==> src/shared/llpll_pkg.sv <==
// Purpose: Shared constants for the line-locked pixel clock loop
// Assumes: 50 MHz system clock; pixel clock modelled as a scaled tick rate
// Notes:   Register offsets, field positions, band limits and pump table
`default_nettype none
package llpll_pkg;
    localparam int          CLK_KHZ         = 50000;
    localparam int          PIX_SCALE       = 8;      // Model ticks run at pixel rate / 8
    localparam int          ACC_W           = 24;
    localparam int          DIV_W           = 12;
    localparam int          PHASE_W         = 5;
    // Loop gain: tick error times pump current, scaled up by this shift
    localparam int          GAIN_SHIFT      = 3;

    localparam logic [7:0]  OFS_DIV_UPPER   = 8'h01;
    localparam logic [7:0]  OFS_DIV_LOWER   = 8'h02;
    localparam logic [7:0]  OFS_OSC_PUMP    = 8'h03;
    localparam logic [7:0]  OFS_PHASE       = 8'h04;
    localparam logic [7:0]  OFS_GEAR        = 8'h36;
    localparam logic [7:0]  OFS_STATUS      = 8'h3F;

    localparam int          BAND_MSB        = 7;
    localparam int          BAND_LSB        = 6;
    localparam int          PUMP_MSB        = 5;
    localparam int          PUMP_LSB        = 3;
    localparam int          PHASE_LSB       = 3;
    localparam int          DIV_LOW_LSB     = 4;
    localparam int          GEAR_BIT        = 0;

    localparam logic [11:0] DIV_RESET       = 12'h0_400;
    localparam logic [11:0] DIV_MIN         = 12'h0_002;
    localparam logic [1:0]  BAND_RESET      = 2'h0;
    localparam logic [2:0]  PUMP_RESET      = 3'h5;
    localparam logic [4:0]  PHASE_RESET     = 5'h00;
    localparam logic [7:0]  RD_UNMAPPED     = 8'h00;

    // Band edges in MHz
    localparam int          F_MIN_MHZ       = 10;
    localparam int          F_GEAR_MHZ      = 18;
    localparam int          F_B01_MHZ       = 31;
    localparam int          F_B12_MHZ       = 62;
    localparam int          F_B23_MHZ       = 124;
    localparam int          F_MAX_MHZ       = 170;

    typedef enum logic [2:0] {
        LLPLL_IDLE    = 3'b001,
        LLPLL_ACQUIRE = 3'b010,
        LLPLL_LOCKED  = 3'b100
    } llpll_state_e;

    // Frequency word for a pixel rate in MHz
    function automatic logic [ACC_W-1:0] llpll_fword(input int f_mhz);
        longint num;
        num = (longint'(f_mhz) * 1000) << ACC_W;
        return ACC_W'(num / (longint'(CLK_KHZ) * PIX_SCALE));
    endfunction

    // Pump current in microamps per code
    function automatic logic [10:0] llpll_pump_ua(input logic [2:0] code);
        unique case (code)
            3'h0: return 11'h0_32;
            3'h1: return 11'h0_64;
            3'h2: return 11'h0_96;
            3'h3: return 11'h0_FA;
            3'h4: return 11'h1_5E;
            3'h5: return 11'h1_F4;
            3'h6: return 11'h2_EE;
            3'h7: return 11'h5_DC;
        endcase
    endfunction
endpackage
`default_nettype wire

==> src/verilog/llpll_core.sv <==
// Purpose: Line-locked pixel clock loop with its register set
// Assumes: Line sync and register strobes synchronous to clk_i
// Notes:   Digital model of the analog loop; ticks stand for pixel clocks
`default_nettype none
// Overview of operation
// - Divide pixel clock, compare with sync, steer
// - Pixel clock equals sync rate times divisor
// - Range code picks one of four bands
// - Pump code selects drive current from table
// - Four settings: divisor, range, pump, phase
// - Phase in 32 steps, sync shifted too
module llpll_core
    import llpll_pkg::*;
(
    input  wire logic       clk_i,
    input  wire logic       rstn_i,
    input  wire logic       line_sync_i,
    input  wire logic [7:0] reg_addr_i,
    input  wire logic [7:0] reg_wdata_i,
    input  wire logic       reg_wr_i,
    input  wire logic       reg_rd_i,
    output var  logic [7:0] reg_rdata_o,
    output var  logic       pixel_tick_o,
    output var  logic       sample_tick_o,
    output var  logic       regenerated_line_sync_out_o,
    output var  logic       osc_band_sel_hi_o,
    output var  logic       osc_band_sel_lo_o,
    output var  logic [10:0] pump_current_ua_o,
    output var  logic       locked_o
);
    logic [DIV_W-1:0]   divisor;
    logic [1:0]         band;
    logic [2:0]         pump;
    logic [PHASE_W-1:0] phase;
    logic               gear;
    logic [ACC_W-1:0]   fword;
    logic [DIV_W-1:0]   tick_cnt;
    logic               sync_prev;
    llpll_state_e       state;
    logic               tick;
    logic               sample;

    // Register decode
    wire wr_upper = reg_wr_i && reg_addr_i == OFS_DIV_UPPER;
    wire wr_lower = reg_wr_i && reg_addr_i == OFS_DIV_LOWER;
    wire wr_osc   = reg_wr_i && reg_addr_i == OFS_OSC_PUMP;
    wire wr_phase = reg_wr_i && reg_addr_i == OFS_PHASE;
    wire wr_gear  = reg_wr_i && reg_addr_i == OFS_GEAR;

    wire [7:0] next_rdata =
        reg_addr_i == OFS_DIV_UPPER ? divisor[DIV_W-1:DIV_LOW_LSB] :
        reg_addr_i == OFS_DIV_LOWER ? {divisor[DIV_LOW_LSB-1:0], 4'h0} :
        reg_addr_i == OFS_OSC_PUMP  ? {band, pump, 3'h0} :
        reg_addr_i == OFS_PHASE     ? {phase, 3'h0} :
        reg_addr_i == OFS_GEAR      ? {7'h00, gear} :
        reg_addr_i == OFS_STATUS    ? {5'h00, state} : RD_UNMAPPED;

    // Band limits; gear bit extends the low band downward
    wire [ACC_W-1:0] band_lo =
        band == 2'h0 ? (gear ? llpll_fword(F_MIN_MHZ) : llpll_fword(F_GEAR_MHZ)) :
        band == 2'h1 ? llpll_fword(F_B01_MHZ) :
        band == 2'h2 ? llpll_fword(F_B12_MHZ) : llpll_fword(F_B23_MHZ);
    wire [ACC_W-1:0] band_hi =
        band == 2'h0 ? llpll_fword(F_B01_MHZ) :
        band == 2'h1 ? llpll_fword(F_B12_MHZ) :
        band == 2'h2 ? llpll_fword(F_B23_MHZ) : llpll_fword(F_MAX_MHZ);

    // Values below 2 would stall the divider, so they act as 2
    wire [DIV_W-1:0] div_eff  = divisor < DIV_MIN ? DIV_MIN : divisor;
    wire             sync_edge = line_sync_i && !sync_prev;
    // Ticks run at pixel rate / PIX_SCALE, so compare against scaled divisor
    wire [DIV_W-1:0] div_ticks = div_eff / DIV_W'(PIX_SCALE);

    // Phase error in ticks: positive means running fast
    wire signed [DIV_W+1:0] err =
        $signed({2'b00, tick_cnt}) - $signed({2'b00, div_ticks});
    wire signed [DIV_W+13:0] corr = err * $signed({1'b0, llpll_pump_ua(pump)});
    wire signed [ACC_W+1:0] fw_raw = $signed({2'b00, fword})
        - ($signed((ACC_W+2)'(corr)) <<< GAIN_SHIFT);
    // Steer and hold inside the chosen band
    wire [ACC_W-1:0] next_fword =
        fw_raw < $signed({2'b00, band_lo}) ? band_lo :
        fw_raw > $signed({2'b00, band_hi}) ? band_hi : fw_raw[ACC_W-1:0];
    wire err_small = err >= -2 && err <= 2;

    llpll_nco u_nco (
        .clk_i    (clk_i),
        .rstn_i   (rstn_i),
        .fword_i  (fword),
        .phase_i  (phase),
        .tick_o   (tick),
        .sample_o (sample)
    );

    // Four software settings plus the gear bit
    always_ff @(posedge clk_i or negedge rstn_i) begin
        if (!rstn_i) begin
            divisor <= DIV_RESET;
            band    <= BAND_RESET;
            pump    <= PUMP_RESET;
            phase   <= PHASE_RESET;
            gear    <= 1'b0;
        end else begin
            if (wr_upper) divisor[DIV_W-1:DIV_LOW_LSB] <= reg_wdata_i;
            if (wr_lower) divisor[DIV_LOW_LSB-1:0] <= reg_wdata_i[7:DIV_LOW_LSB];
            if (wr_osc) begin
                band <= reg_wdata_i[BAND_MSB:BAND_LSB];
                pump <= reg_wdata_i[PUMP_MSB:PUMP_LSB];
            end
            if (wr_phase) phase <= reg_wdata_i[7:PHASE_LSB];
            if (wr_gear) gear <= reg_wdata_i[GEAR_BIT];
        end
    end

    // Divider and phase compare on each line sync edge
    always_ff @(posedge clk_i or negedge rstn_i) begin
        if (!rstn_i) begin
            fword     <= llpll_fword(F_B01_MHZ);
            tick_cnt  <= '0;
            sync_prev <= 1'b0;
            state     <= LLPLL_IDLE;
        end else begin
            sync_prev <= line_sync_i;
            if (sync_edge) begin
                tick_cnt <= {{(DIV_W-1){1'b0}}, tick};
                if (state != LLPLL_IDLE) fword <= next_fword;
            end else if (tick && tick_cnt != {DIV_W{1'b1}}) begin
                tick_cnt <= tick_cnt + 1'b1;
            end
            unique case (state)
                LLPLL_IDLE:    if (sync_edge) state <= LLPLL_ACQUIRE;
                LLPLL_ACQUIRE: if (sync_edge && err_small) state <= LLPLL_LOCKED;
                LLPLL_LOCKED:  if (sync_edge && !err_small) state <= LLPLL_ACQUIRE;
                default:       state <= LLPLL_IDLE;
            endcase
        end
    end

    // Outputs straight from flops
    always_ff @(posedge clk_i or negedge rstn_i) begin
        if (!rstn_i) begin
            reg_rdata_o                 <= RD_UNMAPPED;
            pixel_tick_o                <= 1'b0;
            sample_tick_o               <= 1'b0;
            regenerated_line_sync_out_o <= 1'b0;
            osc_band_sel_hi_o           <= 1'b0;
            osc_band_sel_lo_o           <= 1'b0;
            pump_current_ua_o           <= '0;
            locked_o                    <= 1'b0;
        end else begin
            if (reg_rd_i) reg_rdata_o <= next_rdata;
            pixel_tick_o  <= tick;
            sample_tick_o <= sample;
            // Sync re-timed on the shifted sample so it carries the same phase
            if (sample) regenerated_line_sync_out_o <= line_sync_i;
            osc_band_sel_hi_o <= band[1];
            osc_band_sel_lo_o <= band[0];
            pump_current_ua_o <= llpll_pump_ua(pump);
            locked_o          <= state == LLPLL_LOCKED;
        end
    end
endmodule
`default_nettype wire

==> src/verilog/llpll_nco.sv <==
// Purpose: Phase accumulator making the pixel tick and the shifted sample tick
// Assumes: Frequency word below half the accumulator range
// Notes:   Sample tick fires when accumulator plus phase offset wraps
`default_nettype none
module llpll_nco
    import llpll_pkg::*;
(
    input  wire logic               clk_i,
    input  wire logic               rstn_i,
    input  wire logic [ACC_W-1:0]   fword_i,
    input  wire logic [PHASE_W-1:0] phase_i,
    output var  logic               tick_o,
    output var  logic               sample_o
);
    logic [ACC_W-1:0] acc;
    logic [ACC_W-1:0] shifted;
    logic [ACC_W-1:0] shifted_prev;
    wire  [ACC_W:0]   next_acc = {1'b0, acc} + {1'b0, fword_i};
    // 32 equal steps: offset is phase code in the top bits
    wire  [ACC_W-1:0] offset   = {phase_i, {(ACC_W-PHASE_W){1'b0}}};
    wire  [ACC_W-1:0] next_sh  = next_acc[ACC_W-1:0] + offset;

    always_ff @(posedge clk_i or negedge rstn_i) begin
        if (!rstn_i) begin
            acc          <= '0;
            shifted      <= '0;
            shifted_prev <= '0;
            tick_o       <= 1'b0;
            sample_o     <= 1'b0;
        end else begin
            acc          <= next_acc[ACC_W-1:0];
            shifted      <= next_sh;
            shifted_prev <= shifted;
            tick_o       <= next_acc[ACC_W];
            sample_o     <= next_sh < shifted;
        end
    end
endmodule
`default_nettype wire
==> config.mk <==
export PLATFORM = sky130hd
export DESIGN_NAME = llpll_core
export DESIGN_NICKNAME = d
export VERILOG_FILES = /design/src/shared/llpll_pkg.sv /design/src/verilog/llpll_core.sv /design/src/verilog/llpll_nco.sv
export SDC_FILE = /design/constraint.sdc
export NUM_CORES = 1
export LEC_CHECK = 0
export ABC_AREA = 1
export BUFFER_PORTS_ARGS = -buffer_cell sky130_fd_sc_hd__buf_2
export CAP_MARGIN = 10
export CORE_AREA = 2 2 193 195
export CTS_BUF_LIST = sky130_fd_sc_hd__clkbuf_2 sky130_fd_sc_hd__clkbuf_4 sky130_fd_sc_hd__clkbuf_8
export CTS_CLUSTER_SIZE = 28
export DETAILED_ROUTE_END_ITERATION = 8
export DIE_AREA = 0 0 195 197
export HOLD_SLACK_MARGIN = 0.06
export SLEW_MARGIN = 0
export SYNTH_ARGS = -nofsm -noshare
export SYNTH_HDL_FRONTEND = slang
export SYNTH_SLANG_ARGS = --single-unit
==> constraint.sdc <==
create_clock -name clk_i -period 18.3 [get_ports clk_i]
set_input_delay 3.66 -clock clk_i [delete_from_list [all_inputs] [get_ports clk_i]]
set_output_delay 3.66 -clock clk_i [all_outputs]
set_load 0.005 [all_outputs]
==> results of run 1 <==
## logic make-up (layout without fill, tap and decap cells)
group | Yosys count | after routing | share of synthesized area [%]
flip-flops | 116 | 116 | 20.43
multiplexers | 5 | 5 | 0.3937
AND/OR/NAND/NOR | 750 | 750 | 22.08
XOR/XNOR | 69 | 69 | 4.410
adder cells (fa/ha/maj) | 302 | 302 | 32.46
AO/OA/AOI/OAI | 228 | 228 | 9.135
buffers and inverters | 407 | 466 | 11.06
other | 1 | 1 | 0.02622
## worst paths after layout
kind,to,slack (ps),cells after the start
max in group asynchronous,fword[22],13700,2
worst max register to register,fword[2],8340,46
worst min register to register,sample_tick_o,420,0
worst min-delay path,sample_tick_o,420,0
min in group asynchronous,tick_cnt[11],3160,1
worst max-delay path,fword[2],8340,46
## sequential cells by signal, summed over array words and instances (netlist names), 2 cells and up
register / flops
band: 2
divisor: 12
fword: 23
phase: 5
pump: 3
pump_current_ua_o: 10
reg_rdata_o: 8
state: 3
tick_cnt: 12
u_nco.acc: 5
u_nco.shifted: 23
## routing by layer
layer / wire [um] / track usage (%) / up-vias
met5: 0 / 0 / -
met4: 1154 / 7.549 / 0
met3: 2125 / 3.542 / 68
met2: 17660 / 35.33 / 320
met1: 18620 / 29.75 / 5790
li1: - / - / 6012
## cell usage in the layout (no fill, tap or decap), types with 3 or more instances in the layout
| cell | count |
|---|---|
| o211ai_1 | 6 |
| buf_4 | 8 |
| nand2_2 | 7 |
| xor2_1 | 42 |
| dfrtp_1 | 101 |
| ha_1 | 187 |
| o21ai_0 | 60 |
| o21a_1 | 3 |
| clkinv_1 | 3 |
| a211oi_1 | 6 |
| a21oi_1 | 105 |
| nor4_1 | 6 |
| nand2_1 | 431 |
| dfstp_2 | 15 |
| a221oi_1 | 5 |
| nand3b_1 | 5 |
| o21ai_1 | 6 |
| a31oi_1 | 8 |
| nand2_4 | 3 |
| nand4_1 | 22 |
| fa_1 | 115 |
| nor2_1 | 166 |
| inv_2 | 5 |
| a21oi_2 | 3 |
| mux2_2 | 5 |
| a21o_1 | 8 |
| nand3_1 | 69 |
| clkinv_2 | 4 |
| nor3_1 | 25 |
| clkbuf_8 | 19 |
| inv_1 | 376 |
| xnor2_1 | 25 |
| o21bai_1 | 6 |
| buf_2 | 44 |
## per-stage QoR
stage               setup WS (ps)  std cells  util (%)  hold slack (ps)  cell area (sq um)
floorplan                   10070       1878         -            374.8              14300
global placement             8398       2374     41.43            404.4              15020
detailed placement           8388       2374     41.43            403.5              15020
CTS                          8345       2404     42.42            422.3              15380
global route                 7465       2405     42.43            427.8              15380
finish                       8344       2405     42.43            423.5              15380
## final cells by class
type,instances,area share [%]
Multi-Input combinational cell,1355,63.68
Sequential cell,116,18.99
Inverter,384,9.369
Tap cell,468,3.806
Timing Repair Buffer,52,1.822
Clock buffer,21,1.797
Clock inverter,9,0.5368
==> qor.yml, run 1 <==
run_status:
  status: "completed"
floorplanning:
  rows: 70
  die_h_um: 197
  die_w_um: 195
  io-pin-count: 46
  core_area_sq_um: 36260
  start_util_pct: 39.44
  dieArea_sq_um: 38420
timing:
  finalHoldViolCount: 0
  fmax_mhz: 100.4
  fin_skew_ps: 25.14
  finalCriticalPeriod_ps: 9956
  slew_headroom_pct: 24.21
  drv_slew: 0
  tightest_slew_ps: 1133
  setup_violations: 0
  rsz0062_at_grt: "no"
  finalCritPeriodShare_pct: 54.41
  tns_ps: 0
drt:
  routed_wl_um: 39560
  drcViolationCount: 0
  route.vias.total: 12190
  wl_per_cell_um: 16.45
  vias_per_cell: 5.069
  postRouteAntennaNets: 0
  dr.pass1.iters: 7
  first_iter_violations: 842
worst_setup_path:
  crit_type: "flop to flop"
  cp.required_ps: 18650
  path_delay_family: "adder cells"
  path_common_cell: "nand2_1"
  critPathMaxStageDelay_ps: 770
  startpoint: "tick_cnt[0]"
  critPathMaxFanout: 20
  end_kind: "flop"
  cp-start-kind: "flop"
  timing.rr.start: "tick_cnt[0]"
  cp.buffers_inverters: 8
  cp_data_arrival_time_ps: 10310
  crit_slowest_cell: "xnor2_1"
placed_design:
  hpwl_um: 32300
  place_congestion: 0.9192
  portBuffers: 44
synth:
  synth-edff-count: 0
  synth_top_area_share_pct: 17.67
  synth_common_cells: "nand2_1, inv_1, ha_1, nor2_1, fa_1"
  synthDistinctLibCells: 59
  synth_area_leaders: "dfrtp_1, ha_1, fa_1, nand2_1, inv_1"
  synthesis.nets: 2201
  synthArstFlopShare_pct: 100.0
  synth-seq-cells: 116
  synth_cells: 1878
  synth_ff_type: "dfrtp_1"
  synth_area_sq_um: 14300
  yosysMostFrequentCell: "nand2_1"
  yosysWarnings: 0
  synth_top_cell_by_area: "dfrtp_1"
  syn_area_per_cell_sq_um: 7.614
  ys_seq_area_share_pct: 20.43
clock_network:
  worstSkewPairLatency_ps: 470
  post_cts_buffers: 0
  htree_levels: 4
  cts_resized: 0
  clkTransAtPathRegs_ps: 80
  numCtsBuffers: 17
  root_buffer: "clkbuf_8"
  clock-sinks: 116
  cts_tree: "built"
  holdBufCountCts: 0
  cts_buffer_depth: 2
grt:
  grt_pass1_vias: 12640
  grt_max_degree: 84
  groute.usage.overall_pct: 21.84
  antenna_found_initial: 1
  overflow: 0
  grt_first_pass_wirelength_um: 65620
layout:
  n_antenna_cell: 0
  multi_input_area_sq_um: 9797
  final_nets: 2249
  syn_to_final_growth_pct: 7.586
  fill_cells: 3778
  post_route_cells_drive_above_1_share_pct: 7.021
  regArea_sq_um: 2922
worst_hold_path:
  min_from: "u_nco.sample_o"
  worstHoldPathType: "flop to flop"
run:
  cap_violations: 0
Power of run 1 is not shown: default switching activity piles up to over one toggle a cycle in this logic, so the estimate is an artifact.
==> run 2: changes to the inputs <==
clock period = 8.32 ns   (was 18.3 ns; I/O delays follow)
==> run 2 against run 1 <==
  * Flip-flop and latch count unchanged
  * Wire length rose by 9.2%
  * Non-clock buffer count rose by 222
  * Critical path depth is 1 higher
  * Count of clock-buffer cells in the layout shrank 4
  * Via count up 9.1%
  * The run now ends with negative setup slack left
==> qor.yml, run 2 (synthesis gave the netlist of run 1 again) <==
drt:
  vias_per_cell: 5.058  # -0.21%
  routed_wl_um: 43200  # +9.2%
  first_iter_violations: 894  # +6.2%
  route.vias.total: 13300  # +9.1%
  postRouteAntennaNets: 0  # unchanged
  wl_per_cell_um: 16.42  # -0.15%
  dr.pass1.iters: 5  # -2
  drcViolationCount: 0  # unchanged
floorplanning:
  die_w_um: 195  # unchanged
  start_util_pct: 39.44  # unchanged
  core_area_sq_um: 36260  # unchanged
  die_h_um: 197  # unchanged
  io-pin-count: 46  # unchanged
  rows: 70  # unchanged
  dieArea_sq_um: 38420  # unchanged
placed_design:
  portBuffers: 44  # unchanged
  hpwl_um: 34310  # +6.2%
  pre_cts_ws_ps: -568.5  # -8956 ps
  place_congestion: 0.9351  # +1.7%
  dpl.cell_count: 2546  # +7.2%
timing:
  finalHoldViolCount: 0  # unchanged
  tightest_slew_ps: 1244  # +111.2 ps
  setup_violations: 20  # +20
  finalCritPeriodShare_pct: 101.4  # +47 points
  layout_setup_ws_ps: -113.2  # -8457 ps
  rsz0062_at_grt: "yes"
  fin_skew_ps: 28.12  # +2.977 ps
  slew_headroom_pct: 16.31  # -7.9 points
  finalCriticalPeriod_ps: 8433  # -1523 ps
  fmax_mhz: 118.6  # +18%
  drv_slew: 0  # unchanged
clock_network:
  holdBufCountCts: 0  # unchanged
  cts_buffer_depth: 2  # unchanged
  root_buffer: "clkbuf_8"
  clkTransAtPathRegs_ps: 120  # +40 ps
  worstSkewPairLatency_ps: 500  # +30 ps
  clock-sinks: 116  # unchanged
  cts_tree: "built"
  htree_levels: 4  # unchanged
  numCtsBuffers: 17  # unchanged
worst_setup_path:
  end_kind: "flop"
  cp_data_arrival_time_ps: 8860  # -1450 ps
  crit_slowest_cell: "fa_1"
  cp.required_ps: 8740  # -9910 ps
  critPathMaxFanout: 6  # -70%
  path_common_cell: "buf_4"
  crit_type: "flop to flop"
  cp-start-kind: "flop"
  critPathMaxStageDelay_ps: 560  # -210 ps
layout:
  syn_to_final_growth_pct: 25.99
  final_nets: 2472  # +9.9%
  n_antenna_cell: 0  # unchanged
  reg_top3: "fword: 23 flops, u_nco.shifted: 23 flops"
  final_cells: 2630  # +9.4%
  post_route_cells_drive_above_1_share_pct: 23.73  # +17 points
  final_common_cell: "nand2_1"
  final_cell_mix: "nand2_1, inv_1, buf_4"
grt:
  grt_max_degree: 76  # -9.5%
  busiest_layer: "met2"
  use_met3_pct: 3.833  # +0.29 points
  overflow: 0  # unchanged
  met1_usage_pct: 32.86  # +3.1 points
  groute.usage.overall_pct: 23.25  # +1.4 points
  grt_pass1_vias: 13410  # +6.1%
  grt_first_pass_wirelength_um: 70200  # +7.0%
  antenna_found_initial: 2  # +1
  grt_use_met2_pct: 37.02  # +1.7 points
worst_hold_path:
  worstHoldPathType: "flop to flop"
run_status:
  status: "finished, violations left"
  violations: "negative setup slack"
run:
  cap_violations: 0  # unchanged
[run 2: path summary, 6_finish.rpt]
kind	startpoint	endpoint	slack [ps]	cells after the start
max reg2reg	tick_cnt[2]	fword[1]	-110	47
min reg2reg	u_nco.sample_o	sample_tick_o	430	0
min	u_nco.sample_o	sample_tick_o	430	0
max in group asynchronous	rstn_i	u_nco.shifted[10]	5690	2
max	tick_cnt[2]	fword[1]	-110	47
min in group asynchronous	rstn_i	reg_rdata_o[0]	1160	1
[run 2: repair_timing]
action | in CTS | in global routing
gates cloned | 2 | 2
pin swaps | 25 | 88
setup endpoints to repair | 22 | 22
endpoints found under the hold margin | 0 | 0
resized for setup | 87 | 113
setup buffers | 28 | 20
[run 2: per-stage QoR]
stage          util, %  TNS [ps]  cell area [sq um]  hold WS, ps
6_report         49.69     -1408              18020        430.1
5_1_grt          49.69    -10620              18020        462.4
4_1_cts          47.85    -16.12              17350        442.7
3_5_place_dp     45.02    -11430              16320        412.7
3_3_place_gp     45.02    -11090              16320        414.5
2_1_floorplan        -         0              14300        374.8
[run 2: metal layers]
metal / part of all wire [%] / wire length [um]
met1: 47 / 20230
met4: 2.0 / 873
met5: 0.025 / 11
met3: 6.3 / 2736
met2: 45 / 19340
[run 2: critical path, delay by kind of cell (launching register included)]
kind            cells  cell delay (ps)
flops               1              450
simple gates       19             1870
compound gates      6              930
xor+xnor            2              360
fa+ha+maj           8             3400
buf+inv            12             1330
[run 2: layout make-up]
class | instances | area (sq um)
fillers | 3574 | 18240
inverters | 384 | 1441
clock buffers | 17 | 234.0
repair buffers | 274 | 2042
multi-input cells | 1356 | 10600
well taps | 468 | 585.6
flip-flops and latches | 116 | 2923
clock inverters | 15 | 187.7
Power of run 2 is left out for the same reason.
